--- config.mk ---
export PLATFORM = sky130hd
export DESIGN_NAME = clock_power_ctrl
export DESIGN_NICKNAME = d
export VERILOG_FILES = /design/src/clock_power_ctrl_note_end.sv /design/src/clock_power_pkg.sv /design/src/clock_power_ctrl.sv
export SDC_FILE = /design/constraint.sdc
export NUM_CORES = 1
export LEC_CHECK = 0
export ABC_AREA = 1
export BUFFER_PORTS_ARGS = -buffer_cell sky130_fd_sc_hd__clkbuf_2
export CAP_MARGIN = 5
export CORE_UTILIZATION = 30
export CTS_BUF_LIST = sky130_fd_sc_hd__clkbuf_8
export DETAILED_ROUTE_END_ITERATION = 10
export PLACE_DENSITY_LB_ADDON = 0.3
export SLEW_MARGIN = 40
export SYNTH_ARGS = -nofsm -noshare
export SYNTH_HDL_FRONTEND = slang
export SYNTH_SLANG_ARGS = --single-unit
--- constraint.sdc ---
create_clock -name clk -period 2 [get_ports clk]
set_input_delay 0.2 -clock clk [delete_from_list [all_inputs] [get_ports clk]]
set_output_delay 0.2 -clock clk [all_outputs]
set_load 0.1 [all_outputs]
--- src/clock_power_ctrl_note_end.sv ---
`default_nettype none
`default_nettype wire

--- src/clock_power_pkg.sv ---
/*
  Shared constants and types for the clock source, PLL and power control block.
  Assumes one 20 MHz system clock; every oscillator reaches the block as a one-cycle tick.
*/
`default_nettype none
package clock_power_pkg;
  localparam int NUM_PERIPH = 4;

  // Oscillator choices for the PLL input
  localparam logic [1:0] SRC_RC = 2'h0;
  localparam logic [1:0] SRC_MAIN = 2'h1;
  localparam logic [1:0] SRC_RTC = 2'h2;

  // Wake-up timer terminal count, in main oscillator cycles
  localparam logic [12:0] WAKE_TERMINAL = 13'h1000;
  // Resume delays after Sleep, in source cycles
  localparam logic [12:0] RESUME_RC = 13'h0004;
  localparam logic [12:0] RESUME_MAIN = 13'h1000;
  // Reference periods with exactly one feedback edge before lock is shown
  localparam logic [4:0] LOCK_PERIODS = 5'h10;

  // Peripheral divider select: 0 -> /1, 1 -> /2, 2 -> /4, 3 -> /8
  localparam logic [1:0] PDIV_1 = 2'h0;
  localparam logic [1:0] PDIV_2 = 2'h1;
  localparam logic [1:0] PDIV_4 = 2'h2;

  // Power states; Gray steps along run -> idle -> sleep -> power-down -> deep -> wake
  typedef enum logic [2:0] {
    ST_RUN = 3'h0,
    ST_IDLE = 3'h1,
    ST_SLEEP = 3'h3,
    ST_PDOWN = 3'h2,
    ST_DPDOWN = 3'h6,
    ST_WAKE = 3'h7
  } pm_state_t;

  // Software configuration; pre_div holds N-1, mult holds M-1, cpu_div and usb_div hold count-1
  typedef struct packed {
    logic [1:0] src_sel;
    logic main_osc_on;
    logic pll_enable;
    logic pll_connect;
    logic [7:0] pre_div;
    logic [14:0] mult;
    logic [7:0] cpu_div;
    logic [3:0] usb_div;
    logic [NUM_PERIPH-1:0][1:0] per_div;
    logic [NUM_PERIPH-1:0] per_on;
  } cfg_t;

  localparam cfg_t CFG_RESET = '0;

  typedef struct packed {
    logic pll_locked;
    logic pll_active;
    logic pll_connected;
    logic main_stable;
    logic cpu_run;
    logic rc_output_en;
    logic rc_power;
    logic flash_power;
    logic regulator_on;
    logic main_osc_power;
  } status_t;
endpackage
`default_nettype wire

--- src/clock_power_ctrl.sv ---
/*
  Clock source selection, PLL dividers and phase detector, processor, USB and
  peripheral clock dividers, wake-up timer and power-mode sequencer.
  Assumes oscillator ticks arrive synchronous to clk, each at most once per cycle;
  the analog PLL oscillator is outside and is steered by the up/down outputs.
*/
// Summary of operation
// - Reset runs from internal RC oscillator
// - Software picks main, RC or RTC source
// - Processor clock follows source unless PLL connected
// - Each peripheral has its own divider
// - Pre-divider N from 1 to 256
// - Feedback divider M up to 32768, phase-compared
// - Reset and power-down disable, bypass PLL
// - Power-down wake-ups resume on 4 MHz RC oscillator; Sleep keeps source
// - Wake-up timer qualifies main oscillator
// - Idle, Sleep, Power-down, Deep power-down modes
// - Programmable processor divider after PLL
// - Disabled peripherals get no clock
// - Sleep exit waits 4 or 4096 cycles
// - Sleep entry stops PLL, clears processor and USB dividers
`timescale 1ns/10ps
`default_nettype none
module clock_power_ctrl
  import clock_power_pkg::*;
(
  // System
  input wire logic clk,
  input wire logic srst,
  // Oscillator ticks
  input wire logic main_osc_tick,
  input wire logic internal_rc_osc_tick,
  input wire logic rtc_osc_tick,
  input wire logic current_controlled_osc_tick,
  // Configuration
  input wire logic cfg_wr,
  input wire cfg_t cfg_in,
  // Power mode request and wake
  input wire logic mode_go,
  input wire pm_state_t mode_req,
  input wire logic wake_event,
  // PLL oscillator steering
  output logic current_controlled_osc_up,
  output logic current_controlled_osc_down,
  // Derived clocks (one-cycle ticks)
  output logic pll_source_clock,
  output logic processor_clock,
  output logic usb_clock,
  output logic [NUM_PERIPH-1:0] periph_clock,
  // Status
  output status_t status,
  output pm_state_t power_state
);

  function automatic logic pdiv_hit(input logic [2:0] cnt, input logic [1:0] sel);
    logic hit;
    hit = 1'b0;
    case (sel)
      PDIV_1: hit = 1'b1;
      PDIV_2: hit = (cnt[0] == 1'b0);
      PDIV_4: hit = (cnt[1:0] == 2'h0);
      default: hit = (cnt == 3'h0);
    endcase
    return hit;
  endfunction

  cfg_t cfg_r, cfg_nxt;
  pm_state_t st_r, st_nxt;
  logic [12:0] wake_cnt_r, resume_cnt_r;
  logic [7:0] pre_cnt_r, cpu_cnt_r;
  logic [14:0] fb_cnt_r;
  logic [3:0] usb_cnt_r;
  logic [1:0] fb_seen_r;
  logic [4:0] lock_cnt_r;
  logic pll_src_r, ref_r, fb_r, up_r, dn_r, cpu_r, usb_r;
  logic [NUM_PERIPH-1:0] per_r;

  // Power state decode
  wire osc_off = (st_r == ST_SLEEP) || (st_r == ST_PDOWN) || (st_r == ST_DPDOWN);
  wire deep_off = (st_r == ST_PDOWN) || (st_r == ST_DPDOWN);
  wire clocks_run = (st_r == ST_RUN) || (st_r == ST_IDLE);
  wire sel_main = (cfg_r.src_sel == SRC_MAIN);
  wire sel_rtc = (cfg_r.src_sel == SRC_RTC);

  // Main oscillator counts as usable only once the wake-up timer has expired
  wire main_osc_power = cfg_r.main_osc_on && !osc_off;
  wire main_stable = (wake_cnt_r == WAKE_TERMINAL);
  wire main_gated = main_osc_tick && main_stable;

  // Unused select code 3 falls back to the RC oscillator
  wire raw_src_tick = sel_main ? main_osc_tick : (sel_rtc ? rtc_osc_tick : internal_rc_osc_tick);
  wire sel_tick = sel_main ? main_gated : (sel_rtc ? rtc_osc_tick : internal_rc_osc_tick);

  // PLL dividers and lock
  wire pll_active = cfg_r.pll_enable;
  wire pll_locked = (lock_cnt_r == LOCK_PERIODS);
  wire pll_connected = pll_active && cfg_r.pll_connect;
  wire ref_hit = pll_active && pll_src_r && (pre_cnt_r == cfg_r.pre_div);
  wire fb_hit = pll_active && current_controlled_osc_tick && (fb_cnt_r == cfg_r.mult);
  wire one_fb = (fb_seen_r == 2'h1) || ((fb_seen_r == 2'h0) && fb_r);

  // Processor path: source unless the PLL is both active and connected
  wire core_tick = pll_connected ? current_controlled_osc_tick : pll_src_r;
  wire cpu_hit = core_tick && (cpu_cnt_r >= cfg_r.cpu_div);
  wire usb_hit = pll_connected && current_controlled_osc_tick && (usb_cnt_r >= cfg_r.usb_div);

  // Sleep resume wait depends on which oscillator was in use
  wire [12:0] resume_limit = sel_main ? RESUME_MAIN : RESUME_RC;
  wire resume_done = (resume_cnt_r >= resume_limit);

  always_comb begin
    st_nxt = st_r;
    case (st_r)
      ST_RUN: begin
        if (mode_go && (mode_req != ST_WAKE)) begin
          st_nxt = mode_req;
        end
      end
      ST_IDLE: begin
        if (wake_event) begin
          st_nxt = ST_RUN;
        end
      end
      ST_SLEEP, ST_PDOWN, ST_DPDOWN: begin
        if (wake_event) begin
          st_nxt = ST_WAKE;
        end
      end
      ST_WAKE: begin
        if (resume_done) begin
          st_nxt = ST_RUN;
        end
      end
      default: st_nxt = ST_RUN;
    endcase
  end

  wire enter_low = (st_r == ST_RUN) &&
    ((st_nxt == ST_SLEEP) || (st_nxt == ST_PDOWN) || (st_nxt == ST_DPDOWN));
  wire enter_pdown = (st_r == ST_RUN) && ((st_nxt == ST_PDOWN) || (st_nxt == ST_DPDOWN));
  wire deep_wake = (st_r == ST_DPDOWN) && wake_event;

  always_comb begin
    cfg_nxt = cfg_r;
    if (cfg_wr && (st_r == ST_RUN)) begin
      cfg_nxt = cfg_in;
    end
    if (enter_low) begin
      cfg_nxt.pll_enable = 1'b0;
      cfg_nxt.pll_connect = 1'b0;
      cfg_nxt.cpu_div = 8'h00;
      cfg_nxt.usb_div = 4'h0;
    end
    if (enter_pdown) begin
      cfg_nxt.src_sel = SRC_RC;
      cfg_nxt.main_osc_on = 1'b0;
      cfg_nxt.pll_enable = 1'b0;
    end
    // No retention through deep power-down: wake is a full restart
    if (deep_wake) begin
      cfg_nxt = CFG_RESET;
    end
  end

  always_ff @(posedge clk) begin
    if (srst) begin
      cfg_r <= CFG_RESET;
      st_r <= ST_RUN;
    end else begin
      cfg_r <= cfg_nxt;
      st_r <= st_nxt;
    end
  end

  // Wake-up timer restarts whenever the main oscillator loses power
  always_ff @(posedge clk) begin
    if (srst || !main_osc_power) begin
      wake_cnt_r <= 13'h0000;
    end else if (main_osc_tick && !main_stable) begin
      wake_cnt_r <= wake_cnt_r + 13'h0001;
    end
  end

  always_ff @(posedge clk) begin
    if (srst || (st_r != ST_WAKE)) begin
      resume_cnt_r <= 13'h0000;
    end else if (raw_src_tick && !resume_done) begin
      resume_cnt_r <= resume_cnt_r + 13'h0001;
    end
  end

  always_ff @(posedge clk) begin
    if (srst) begin
      pll_src_r <= 1'b0;
    end else begin
      pll_src_r <= sel_tick && !osc_off;
    end
  end

  always_ff @(posedge clk) begin
    if (srst || !pll_active) begin
      pre_cnt_r <= 8'h00;
    end else if (pll_src_r) begin
      pre_cnt_r <= ref_hit ? 8'h00 : pre_cnt_r + 8'h01;
    end
  end

  always_ff @(posedge clk) begin
    if (srst || !pll_active) begin
      fb_cnt_r <= 15'h0000;
    end else if (current_controlled_osc_tick) begin
      fb_cnt_r <= fb_hit ? 15'h0000 : fb_cnt_r + 15'h0001;
    end
  end

  // Phase-frequency compare: coincident edges cancel
  always_ff @(posedge clk) begin
    if (srst) begin
      ref_r <= 1'b0;
      fb_r <= 1'b0;
      up_r <= 1'b0;
      dn_r <= 1'b0;
    end else begin
      ref_r <= ref_hit;
      fb_r <= fb_hit;
      up_r <= ref_hit && !fb_hit;
      dn_r <= fb_hit && !ref_hit;
    end
  end

  // Lock: a run of reference periods each holding exactly one feedback edge
  always_ff @(posedge clk) begin
    if (srst || !pll_active) begin
      fb_seen_r <= 2'h0;
      lock_cnt_r <= 5'h00;
    end else if (ref_r) begin
      fb_seen_r <= 2'h0;
      if (!one_fb) begin
        lock_cnt_r <= 5'h00;
      end else if (!pll_locked) begin
        lock_cnt_r <= lock_cnt_r + 5'h01;
      end
    end else if (fb_r && (fb_seen_r != 2'h2)) begin
      fb_seen_r <= fb_seen_r + 2'h1;
    end
  end

  always_ff @(posedge clk) begin
    if (srst) begin
      cpu_cnt_r <= 8'h00;
      usb_cnt_r <= 4'h0;
    end else begin
      if (core_tick) begin
        cpu_cnt_r <= cpu_hit ? 8'h00 : cpu_cnt_r + 8'h01;
      end
      if (pll_connected && current_controlled_osc_tick) begin
        usb_cnt_r <= usb_hit ? 4'h0 : usb_cnt_r + 4'h1;
      end
    end
  end

  // Processor halts in Idle while peripherals keep running
  always_ff @(posedge clk) begin
    if (srst) begin
      cpu_r <= 1'b0;
      usb_r <= 1'b0;
    end else begin
      cpu_r <= cpu_hit && (st_r == ST_RUN);
      usb_r <= usb_hit && clocks_run;
    end
  end

  genvar gi;
  generate
    for (gi = 0; gi < NUM_PERIPH; gi++) begin : g_per
      logic [2:0] per_cnt_r;
      wire base_tick = cpu_hit && clocks_run;
      always_ff @(posedge clk) begin
        if (srst) begin
          per_cnt_r <= 3'h0;
          per_r[gi] <= 1'b0;
        end else begin
          if (base_tick) begin
            per_cnt_r <= per_cnt_r + 3'h1;
          end
          per_r[gi] <= base_tick && cfg_r.per_on[gi] && pdiv_hit(per_cnt_r, cfg_r.per_div[gi]);
        end
      end
    end
  endgenerate

  assign current_controlled_osc_up = up_r;
  assign current_controlled_osc_down = dn_r;
  assign pll_source_clock = pll_src_r;
  assign processor_clock = cpu_r;
  assign usb_clock = usb_r;
  assign periph_clock = per_r;
  assign power_state = st_r;

  // One driver for the whole status word
  assign status = '{
    pll_locked: pll_locked,
    pll_active: pll_active,
    pll_connected: pll_connected,
    main_stable: main_stable,
    cpu_run: (st_r == ST_RUN),
    rc_output_en: !osc_off,
    rc_power: !deep_off,
    flash_power: !deep_off,
    regulator_on: (st_r != ST_DPDOWN),
    main_osc_power: main_osc_power
  };

endmodule
`default_nettype wire

# Yosys cells after proc, flatten, opt, wreduce, memory -nomap -nowiden
# Cells that the tools add are included.
dict set report op_classes {
  add_sub_neg 12
  n_lt_le_gt_ge 3
  eq_ne 28
  muxes 24
  bitwise_logic 4
  n_reduce_logical 73
}
# cell count
set op_table {}
lappend op_table {{1-bit logical AND} 33}
lappend op_table {{13-bit by 1-bit adder with 13-bit output (second input constant)} 2}
lappend op_table {{2-bit logical NOT} 9}
lappend op_table {{8-bit by 1-bit adder with 8-bit output (second input constant)} 2}
lappend op_table {{8-bit two-way mux} 2}
lappend op_table {{15-bit by 1-bit adder with 15-bit output (second input constant)} 1}
lappend op_table {{15-bit equality test} 1}
lappend op_table {{3-bit logical NOT} 5}
lappend op_table {{15-bit two-way mux} 1}
lappend op_table {{13-bit equality test (second input constant)} 1}
lappend op_table {{13-bit greater-or-equal comparator} 1}
lappend op_table {{13-bit two-way mux} 1}
lappend op_table {{3-bit by 1-bit adder with 3-bit output (second input constant)} 4}
lappend op_table {{2-bit by 1-bit equality test with 1-bit output (second input constant)} 6}
lappend op_table {{3-bit by 2-bit equality test with 1-bit output (second input constant)} 4}
lappend op_table {{3-bit two-way mux} 4}
lappend op_table {{1-bit one-hot mux with 3 select lines} 4}
lappend op_table {{3-bit one-hot mux with 4 select lines} 1}
lappend op_table {{1-bit logical OR} 11}
lappend op_table {{2-bit equality test (second input constant)} 5}
lappend op_table {{5-bit two-way mux} 2}
lappend op_table {{3-bit equality test (second input constant)} 3}
lappend op_table {{3-bit != test (second input constant)} 3}
lappend op_table {{3-bit OR reduction} 3}
lappend op_table {{16 further kinds} 35}
dict set report totals {
  ff_bits 146
  input_bits 64
  output_inout_bits 22
  wordCells 181
}

# Depth between registers and ports, before layout
# Gate-level depths: netlist of the first run.
dict set report depth {
  ltp_word 10
  mapped_depth 14
  depth_no_buf 13
}

# Least setup slack after synthesis of the first run
# OpenSTA, ideal clock, no wires.
dict set report synth_path {
  kind {reg2reg}
  start {register st_r[1], in the netlist power_state[1]}
  end {register cfg_r[15] in the netlist's numbering}
  setup_ps 115
  arrival_time_ps 2783
  t_required_ps 1885
  slack_ps -898
  path_stages_with_launch 7
  n_path_buf 2
  period_less_slack_ps 2898
  path_cell_list {dfxtp_1 nand3_2 o21ai_4 or2_1 buf_6 buf_6 a21oi_2}
}
dict set report synth_via {
  elab_chain_cells 8
  word_cells_on_any_way 21
  cone_classes {eq/ne (8); mux (5); reduce/logical (8)}
}
# item line_no
set synth_rtl {}
lappend synth_rtl {{start, declared} clock_power_ctrl.sv:68} ;# pm_state_t st_r, st_nxt;
lappend synth_rtl {{start signal, assigned} clock_power_ctrl.sv:171} ;# st_r <= st_nxt;
lappend synth_rtl {{3-bit by 2-bit equality test with 1-bit output or 3-bit equality test (tied branches)} {clock_power_ctrl.sv:113, clock_power_ctrl.sv:141}}
lappend synth_rtl {{3-bit OR reduction} clock_power_ctrl.sv:113} ;# case (st_r)
lappend synth_rtl {{3-bit one-hot mux with 4 select lines} clock_power_ctrl.sv:113}
lappend synth_rtl {{3-bit by 2-bit equality test with 1-bit output} clock_power_ctrl.sv:139} ;# ((st_nxt == ST_SLEEP) || (st_nxt == ST_PDOWN) || (st_nxt == ST_DPDOWN));
lappend synth_rtl {{1-bit logical OR (2 in series)} clock_power_ctrl.sv:139}
lappend synth_rtl {{1-bit logical AND} clock_power_ctrl.sv:138} ;# wire enter_low = (st_r == ST_RUN) &&
lappend synth_rtl {{3-bit OR reduction (no line)} n/a}
lappend synth_rtl {{end signal, assigned} clock_power_ctrl.sv:170} ;# cfg_r <= cfg_nxt;
lappend synth_rtl {{end, declared} clock_power_ctrl.sv:67} ;# cfg_t cfg_r, cfg_nxt;
# Parallel ways exist; a longest one is shown, timed or not.
# A chain may end at the register's enable or synchronous reset.

==> metrics.md, run 1 <==
| Metric | Value |
|---|---|
| Post-Place Cells | 1451 |
| Xor-xnor portion of the synthesized cell area | 6.22% |
| Hpwl dp | 13800 µm |
| Clock buffer count from CTS | 17 |
| WP data arrival | 1.68 ns |
| Die footprint | 26000 µm² |
| Via count | 6877 |
| GRT Overall Usage | 15.3% |
| CP Max Fanout | 3 |
| CTS tree | yes |
| IO Count | 86 |
| Power density cells | 755 nW/µm² |
| Hold/Removal Path Class | primary input to flop |
| DRT antenna net count | 0 |
| Synth warn | 0 |
| Top FF cell, synth | dfxtp_1 |
| DRC | 0 |
| Insertion delay to the later sink of the worst-skew pair | 0.45 ns |
| CP startpoint kind | flop |
| Outcome | finished, final reports clean |
| I/O Buffers | 85 |
| Avg WL per Cell | 12.4 µm |
| Largest area contributor in the netlist | dfxtp_1 |
| Final Critical Period | 1.88 ns |
| Site Rows | 57 |
| EDFF count, synth | 0 |
| Seq/Total Area, Yosys | 38.4% |
| H-tree depth | 4 |
| CTS Sinks | 146 |
| Initial antenna violation count | 0 |
| Hold Vio Cnt, Final | 0 |
| Worst setup path class | flop to output port |
| Routability congestion estimate | 0.905 |
| Synth Area in Adders | 5.76% |
| Clock Path Buffers | 2 |
| Syn Inst Count | 1062 |
| DRT Pass-1 Iters | 4 |
| Clock Pin Slew Worst Setup and Hold Paths | 0.09 ns |
| Area Overhead vs Synth | 21.7% |
| Total wire length | 18900 µm |
| # nets final | 1281 |
| Simple-Gate Fraction of Synth Area | 28.6% |
| First-pass GRT wire length | 32100 µm |
| Mean Syn Cell Area | 7.16 µm² |
| Setup Viol. Count Final | 0 |
| Die width | 161 µm |
| Vias per cell | 4.53 |
| Post-synth ARST share | 0% |
| Synthesized area | 7600 µm² |
| Relative slew slack | 50.0% |
| Unrepaired setup endpoints after global routing | false |
| Critical Path RT | 1.80 ns |
| Largest family of logic cells by synthesized area | simple AND/OR/NAND/NOR gates |
| Post-route setup TNS | 0 ns |
| Vias in the first global route | 6773 |
| Worst Max-Slew Pin Slew | 0.750 ns |
| Layout cells sized above 1 | 15.1% |
| Mapped Nets | 1161 |
| Largest net degree at the start of global routing | 70 |
| Overflow after GRT | 0 |
| Antenna diode count | 0 |
| VDD IR max | 0.402 mV |
| Die Ht | 161 µm |
| Unique masters post-synth | 44 |
| Crit end category | output port |
| Top cell type's share of synthesized area | 38.4% |
| Final Max Tran Viols | 0 |
| Max Fclk | 531 MHz |
| Max-cap violation count | 0 |
| DRT iter0 DRCs | 323 |
| Synth area leaders | dfxtp_1 38%, nand2_1 14%, nor2_1 6.6% |
| Tcrit/Tclk final | 94.2% |
| Non-filler cells, final | 1519 |
| Root buffer cell | clkbuf_8 |
| Final Skew | 0.0122 ns |
| Synth Register Bits | 146 |
| Compound-gate portion of the synthesized area | 11.4% |
| Lkg Pwr | 3.84 nW |
| Mux contribution to synthesized area | 0.132% |
| Initial Utilization | 30.9% |
| Core ar. | 24600 µm² |
==> where the power goes <==
part	total (mW)	internal [mW]	switching [mW]
Sequential	3.15	3.05	0.0998
Combinational	1.29	0.434	0.853
Clock	2.56	1.39	1.17
==> Yosys cell counts, types with 2 or more instances <==
library cell	instances
a211oi_1	13
a211oi_2	10
a21o_1	2
a21oi_1	67
a21oi_2	11
buf_2	15
buf_4	8
buf_6	3
clkbuf_1	8
dfxtp_1	146
ha_1	35
inv_1	132
inv_2	2
nand2_1	287
nand3_1	36
nand3b_1	2
nand4_1	24
nor2_1	134
nor3_1	29
nor3_2	2
nor3b_1	2
o2111ai_1	4
o211ai_1	6
o21ai_0	9
o21ai_1	3
o22ai_1	2
xnor2_1	7
xor2_1	47
==> per-stage QoR <==
stage          cell area [µm²]  hold WS (ns)  total power, mW  worst slack, ns  utilization, %
5_1_grt                   9250       0.00130             7.37          0.00148            37.6
3_5_place_dp              8410         0.444             4.44            0.164            34.2
6_report                  9250        0.0233             6.99            0.115            37.6
3_3_place_gp              8410         0.439             4.43            0.214            34.2
4_1_cts                   9170      0.000793             7.07           0.0150            37.3
2_1_floorplan             7630         0.344             4.13           0.0154               -
==> kinds of logic after synthesis <==
family                   count (synthesis)
XOR/XNOR                                54
adder cells (fa/ha/maj)                 35
AND/OR/NAND/NOR                        523
multiplexers                             1
AO/OA/AOI/OAI                          132
buffers and inverters                  171
flip-flops                             146
==> cell type report <==
cell class,count,area [µm²]
flip-flops and latches,146,2930
fillers,2587,15400
repair buffers,136,957
clock buffers,18,248
well taps,324,405
inverters,136,518
clock inverters,14,188
multi-input cells,745,4000
==> cells in the final DEF, fill, tap and decap left out, types with 11 or more instances in the layout <==
master         instances
inv_1                131
clkbuf_2              81
nor3_1                29
nand4_1               24
ha_1                  34
nand2_1              283
a21oi_1               67
xor2_1                47
dlygate4sd3_1         34
clkbuf_8              18
nand3_1               35
a211oi_1              13
a21oi_2               11
buf_4                 14
nor2_1               134
dfxtp_1              140
==> flip-flops by register name, summed over array words and instances (netlist names) <==
| signal | flops |
|---|---|
| cfg_r | 51 |
| fb_cnt_r | 15 |
| resume_cnt_r | 13 |
| wake_cnt_r | 13 |
| g_per.per_cnt_r | 12 |
| cpu_cnt_r | 8 |
| pre_cnt_r | 8 |
| lock_cnt_r | 5 |
| periph_clock | 4 |
| usb_cnt_r | 4 |
| power_state | 3 |
| fb_seen_r | 2 |
| current_controlled_osc_down | 1 |
| current_controlled_osc_up | 1 |
| fb_r | 1 |
| pll_active | 1 |
| pll_source_clock | 1 |
| processor_clock | 1 |
| ref_r | 1 |
| usb_clock | 1 |
==> worst max-delay path, cell delays in order (launching register included) <==
cell     delay, ns
dfxtp_2       0.33
inv_2         0.08
ha_4          0.12
nand4_1       0.12
nor3_2        0.25
buf_4         0.17
buf_12        0.17
==> path summary, 6_finish.rpt <==
path              slack (ns)  depth (start not counted)              end       startpoint
hold / removal          0.02                          3         cfg_r[3]        cfg_in[3]
hold reg to reg         0.47                          2        cfg_r[14]        cfg_r[14]
setup reg to reg        0.24                         11  resume_cnt_r[5]  resume_cnt_r[0]
setup / recovery        0.12                          6        status[6]    wake_cnt_r[0]
==> what timing repair did <==
| action | in CTS | in global routing |
|---|---|---|
| hold endpoints to repair | 31 | 3 |
| pin swaps | 0 | 2 |
| buffers inserted | 0 | 2 |
| endpoints found under the setup margin | 3 | 26 |
| gates resized for setup | 4 | 15 |
| hold buffers | 31 | 3 |
==> per-layer routing <==
layer | GRT usage [%] | part of all wire (%) | routed length, µm
met2 | 26.1 | 48 | 8960
met5 | 0 | 0 | 0
met4 | 5.19 | 1.9 | 367
met1 | 18.9 | 47 | 8790
met3 | 3.57 | 4.0 | 750
(Power assumes the default switching activity.)
==> run 2, diff against run 1 <==
ABC_AREA = unset   (was 1)
==> metrics.md, run 2 <==
| Metric | Value |
|---|---|
| Worst Max-Slew Pin Slew | 0.564 ns (was 0.750 ns) |
| First-pass GRT wire length | 27800 µm (was 32100 µm) |
| Initial antenna violation count | 1 (was 0) |
| Initial Utilization | 30.6% (was 30.9%) |
| Top post-synthesis cells by count | 164 x nand2_1, 146 x dfxtp_1, 81 x nor2_1 (was 287 x nand2_1, 146 x dfxtp_1, 134 x nor2_1) |
| CP cell instances | inv_2, ha_4, nand2b_4, a2111o_1, a31oi_4, and3b_1, mux2_4 (was inv_2, ha_4, nand4_1, nor3_2, buf_4, buf_12) |
| DRC | 0 (unchanged) |
| Biggest register | cfg_r (unchanged) |
| GR Util met3 | 3.72% (was 3.57%) |
| Power density cells | 752 nW/µm² (was 755 nW/µm²) |
| I/O Buffers | 85 (unchanged) |
| Synth area leaders | dfxtp_1 42%, nand2_1 8.9%, ha_1 6.3% (was dfxtp_1 38%, nand2_1 14%, nor2_1 6.6%) |
| CTS tree | yes (unchanged) |
| Post-Place Cells | 1204 (was 1451) |
| Die Ht | 154 µm (was 161 µm) |
| Critical Path RT | 2.33 ns (was 1.80 ns) |
| GRT Overall Usage | 14.9% (was 15.3%) |
| Insertion delay to the later sink of the worst-skew pair | 0.45 ns (about the same) |
| # nets final | 1092 (was 1281) |
| EDFF count, synth | 0 (unchanged) |
| Clock Path Buffers | 2 (unchanged) |
| WP data arrival | 2.37 ns (was 1.68 ns) |
| Outcome | finished, violations left (was finished, final reports clean) |
| Lkg Pwr | 3.51 nW (was 3.84 nW) |
| Core ar. | 22600 µm² (was 24600 µm²) |
| Failing checks | negative setup slack |
| Final Critical Period | 2.04 ns (was 1.88 ns) |
| Max Fclk | 490 MHz (was 531 MHz) |
| Filler cells | 2272 (was 2587) |
| Max reg flops | 51 (unchanged) |
| Site Rows | 55 (was 57) |
| IO Count | 86 (unchanged) |
| Unrepaired setup endpoints after global routing | true (was false) |
| DRT Pass-1 Iters | 6 (was 4) |
| Non-filler cells, final | 1291 (was 1519) |
| Root buffer cell | clkbuf_8 (unchanged) |
| Via count | 6059 (was 6877) |
| Crit end category | flop (was output port) |
| Layout cells sized above 1 | 19.2% (was 15.1%) |
| Hpwl dp | 11900 µm (was 13800 µm) |
| Commonest non-fill, non-tap cells in the layout | 162 x nand2_1, 138 x dfxtp_1, 83 x clkbuf_2, 81 x nor2_1, 70 x a21oi_1 (was 283 x nand2_1, 140 x dfxtp_1, 134 x nor2_1, 131 x inv_1, 81 x clkbuf_2) |
| Top cell type's share of synthesized area | 42.2% (was 38.4%) |
| Mapped Nets | 942 (was 1161) |
| Max-cap violation count | 0 (unchanged) |
| Relative slew slack | 62.6% (was 50.0%) |
| Max incr delay on CP | 0.39 ns (was 0.33 ns) |
| CP Max Fanout | 8 (was 3) |
| Mean Syn Cell Area | 8.21 µm² (was 7.16 µm²) |
| Largest area contributor in the netlist | dfxtp_1 (unchanged) |
| CP startpoint kind | flop (unchanged) |
| Overflow after GRT | 0 (unchanged) |
| Hold/Removal Path Class | primary input to flop (unchanged) |
| Origin of the worst min-delay path | cfg_in[7] (was cfg_in[3]) |
| Setup Viol. Count Final | 2 (was 0) |
| Largest net degree at the start of global routing | 53 (was 70) |
| Die footprint | 23700 µm² (was 26000 µm²) |
| Worst hold endpoint | cfg_r[7] (was cfg_r[3]) |
| Tcrit/Tclk final | 102% (was 94.2%) |
| Area Overhead vs Synth | 29.5% (was 21.7%) |
| Post-synth ARST share | 0% (unchanged) |
| Post-route setup TNS | -0.0481 ns (was 0 ns) |
| DRT antenna net count | 0 (unchanged) |
| GR Layer Usage met1 | 18.9% (about the same) |
| Most frequent cell after synthesis | nand2_1 (unchanged) |
| Syn Inst Count | 843 (was 1062) |
| Synth Register Bits | 146 (unchanged) |
| Hold depth | 3 (unchanged) |
| Final Skew | 0.0181 ns (was 0.0122 ns) |
| Worst setup path class | flop to flop (was flop to output port) |
| Total wire length | 17100 µm (was 18900 µm) |
| H-tree depth | 4 (unchanged) |
| Met2 Use GR | 25.2% (was 26.1%) |
| Synth warn | 0 (unchanged) |
| Clock buffer count from CTS | 17 (unchanged) |
| Antenna diode count | 0 (unchanged) |
| Die width | 154 µm (was 161 µm) |
| Vias in the first global route | 5742 (was 6773) |
| Worst R2R Path Depth | 7 (was 11) |
| Reg area | 2950 µm² (was 2930 µm²) |
| Final WS setup | -0.0400 ns (was 0.115 ns) |
| Multi-input gate area | 3760 µm² (was 4000 µm²) |
| VDD IR max | 0.464 mV (was 0.402 mV) |
| Top FF cell, synth | dfxtp_1 (unchanged) |
| Final Max Tran Viols | 0 (unchanged) |
| Hold Vio Cnt, Final | 0 (unchanged) |
| Most common cell after layout, fill and taps aside | nand2_1 (unchanged) |
| Reg2Reg Setup Slack | -0.04 ns (was 0.24 ns) |
| Routability congestion estimate | 0.776 (was 0.905) |
| Seq/Total Area, Yosys | 42.2% (was 38.4%) |
| Reg2reg start | cpu_cnt_r[0] (was resume_cnt_r[0]) |
| Clock Pin Slew Worst Setup and Hold Paths | 0.09 ns (about the same) |
| Reg2reg end | g_per[3].per_cnt_r[2] (was resume_cnt_r[5]) |
| CTS Sinks | 146 (unchanged) |
| Synthesized area | 6920 µm² (was 7600 µm²) |
| DRT iter0 DRCs | 226 (was 323) |
| GR peak layer | met2 (unchanged) |
| Avg WL per Cell | 13.2 µm (was 12.4 µm) |
| CP max stage cell | a2111o_1 (was dfxtp_2) |
| Vias per cell | 4.69 (was 4.53) |
| Hold_ws | 0.0176 ns (was 0.0233 ns) |
| Unique masters post-synth | 48 (was 44) |
| Top Registers | cfg_r: 51 flops, fb_cnt_r: 15 flops (unchanged) |
[run 2: critical path, delay by kind of cell, from the launching register on]
family                     cells  cell delay [ns]
AOI/OAI and AO/OA              2             0.68
and+or+nand+nor                2             0.37
DFF                            1             0.34
muxes                          1             0.29
adders and majority gates      1             0.20
buffers and inverters          1             0.04
[run 2: cell families after synthesis]
kind of cell	share of synthesized area [%]
compound gates	9.83
xor+xnor	8.60
fa+ha+maj	6.33
buf+inv	4.88
flops	42.2
mux	3.11
simple gates	25.0
[run 2: repair_timing]
| action | in CTS | in global routing |
|---|---|---|
| hold buffers | 50 | 0 |
| resized for setup | 10 | 15 |
| buffers inserted | 1 | 4 |
| setup endpoints to repair | 12 | 22 |
| pin swaps | 1 | 3 |
| endpoints found under the hold margin | 50 | 0 |
[run 2: worst max-delay path by stage]
stage | end | cells past startpoint | startpoint
after floorplan | cfg_r[11] | 6 | power_state[1]
after global placement | g_per[1].per_cnt_r[2] | 7 | cpu_cnt_r[0]
after detailed placement | g_per[0].per_cnt_r[2] | 7 | cpu_cnt_r[0]
after CTS | g_per[3].per_cnt_r[2] | 7 | cpu_cnt_r[0]
after global routing | cpu_cnt_r[6] | 8 | cpu_cnt_r[0]
final | g_per[3].per_cnt_r[2] | 7 | cpu_cnt_r[0]
[run 2: area by class of cell]
| class | count | area share, % |
|---|---|---|
| clock buffer | 22 | 3.38 |
| clock inverter | 10 | 1.63 |
| inverter | 45 | 1.93 |
| multi-input combinational | 614 | 41.9 |
| sequential | 146 | 32.9 |
| tap | 285 | 3.98 |
| timing repair buffer | 169 | 14.3 |
[run 2: routing by layer]
layer	up-vias	part of all wire (%)
met5	-	0.076
met4	2	0.65
met3	7	3.3
met2	90	47
met1	2836	49
li1	3124	-
[run 2: metrics by stage]
step	setup slack [ns]	power (mW)	util (%)	area [µm²]
2_1_floorplan	-0.0681	3.83	-	7040
3_3_place_gp	-0.0227	4.14	34.8	7890
3_5_place_dp	-0.0520	4.15	34.8	7890
4_1_cts	-0.0371	6.82	39.2	8880
5_1_grt	-0.112	7.06	39.6	8960
6_report	-0.0400	6.74	39.6	8960
[run 2: where the power goes]
part | total, mW | internal, mW | leakage, nW | switching (mW)
Combinational | 1.08 | 0.425 | 2.09 | 0.653
Clock | 2.56 | 1.41 | 0.226 | 1.15
Sequential | 3.11 | 3.01 | 1.19 | 0.0910
Total | 6.74 | 4.85 | 3.51 | 1.89
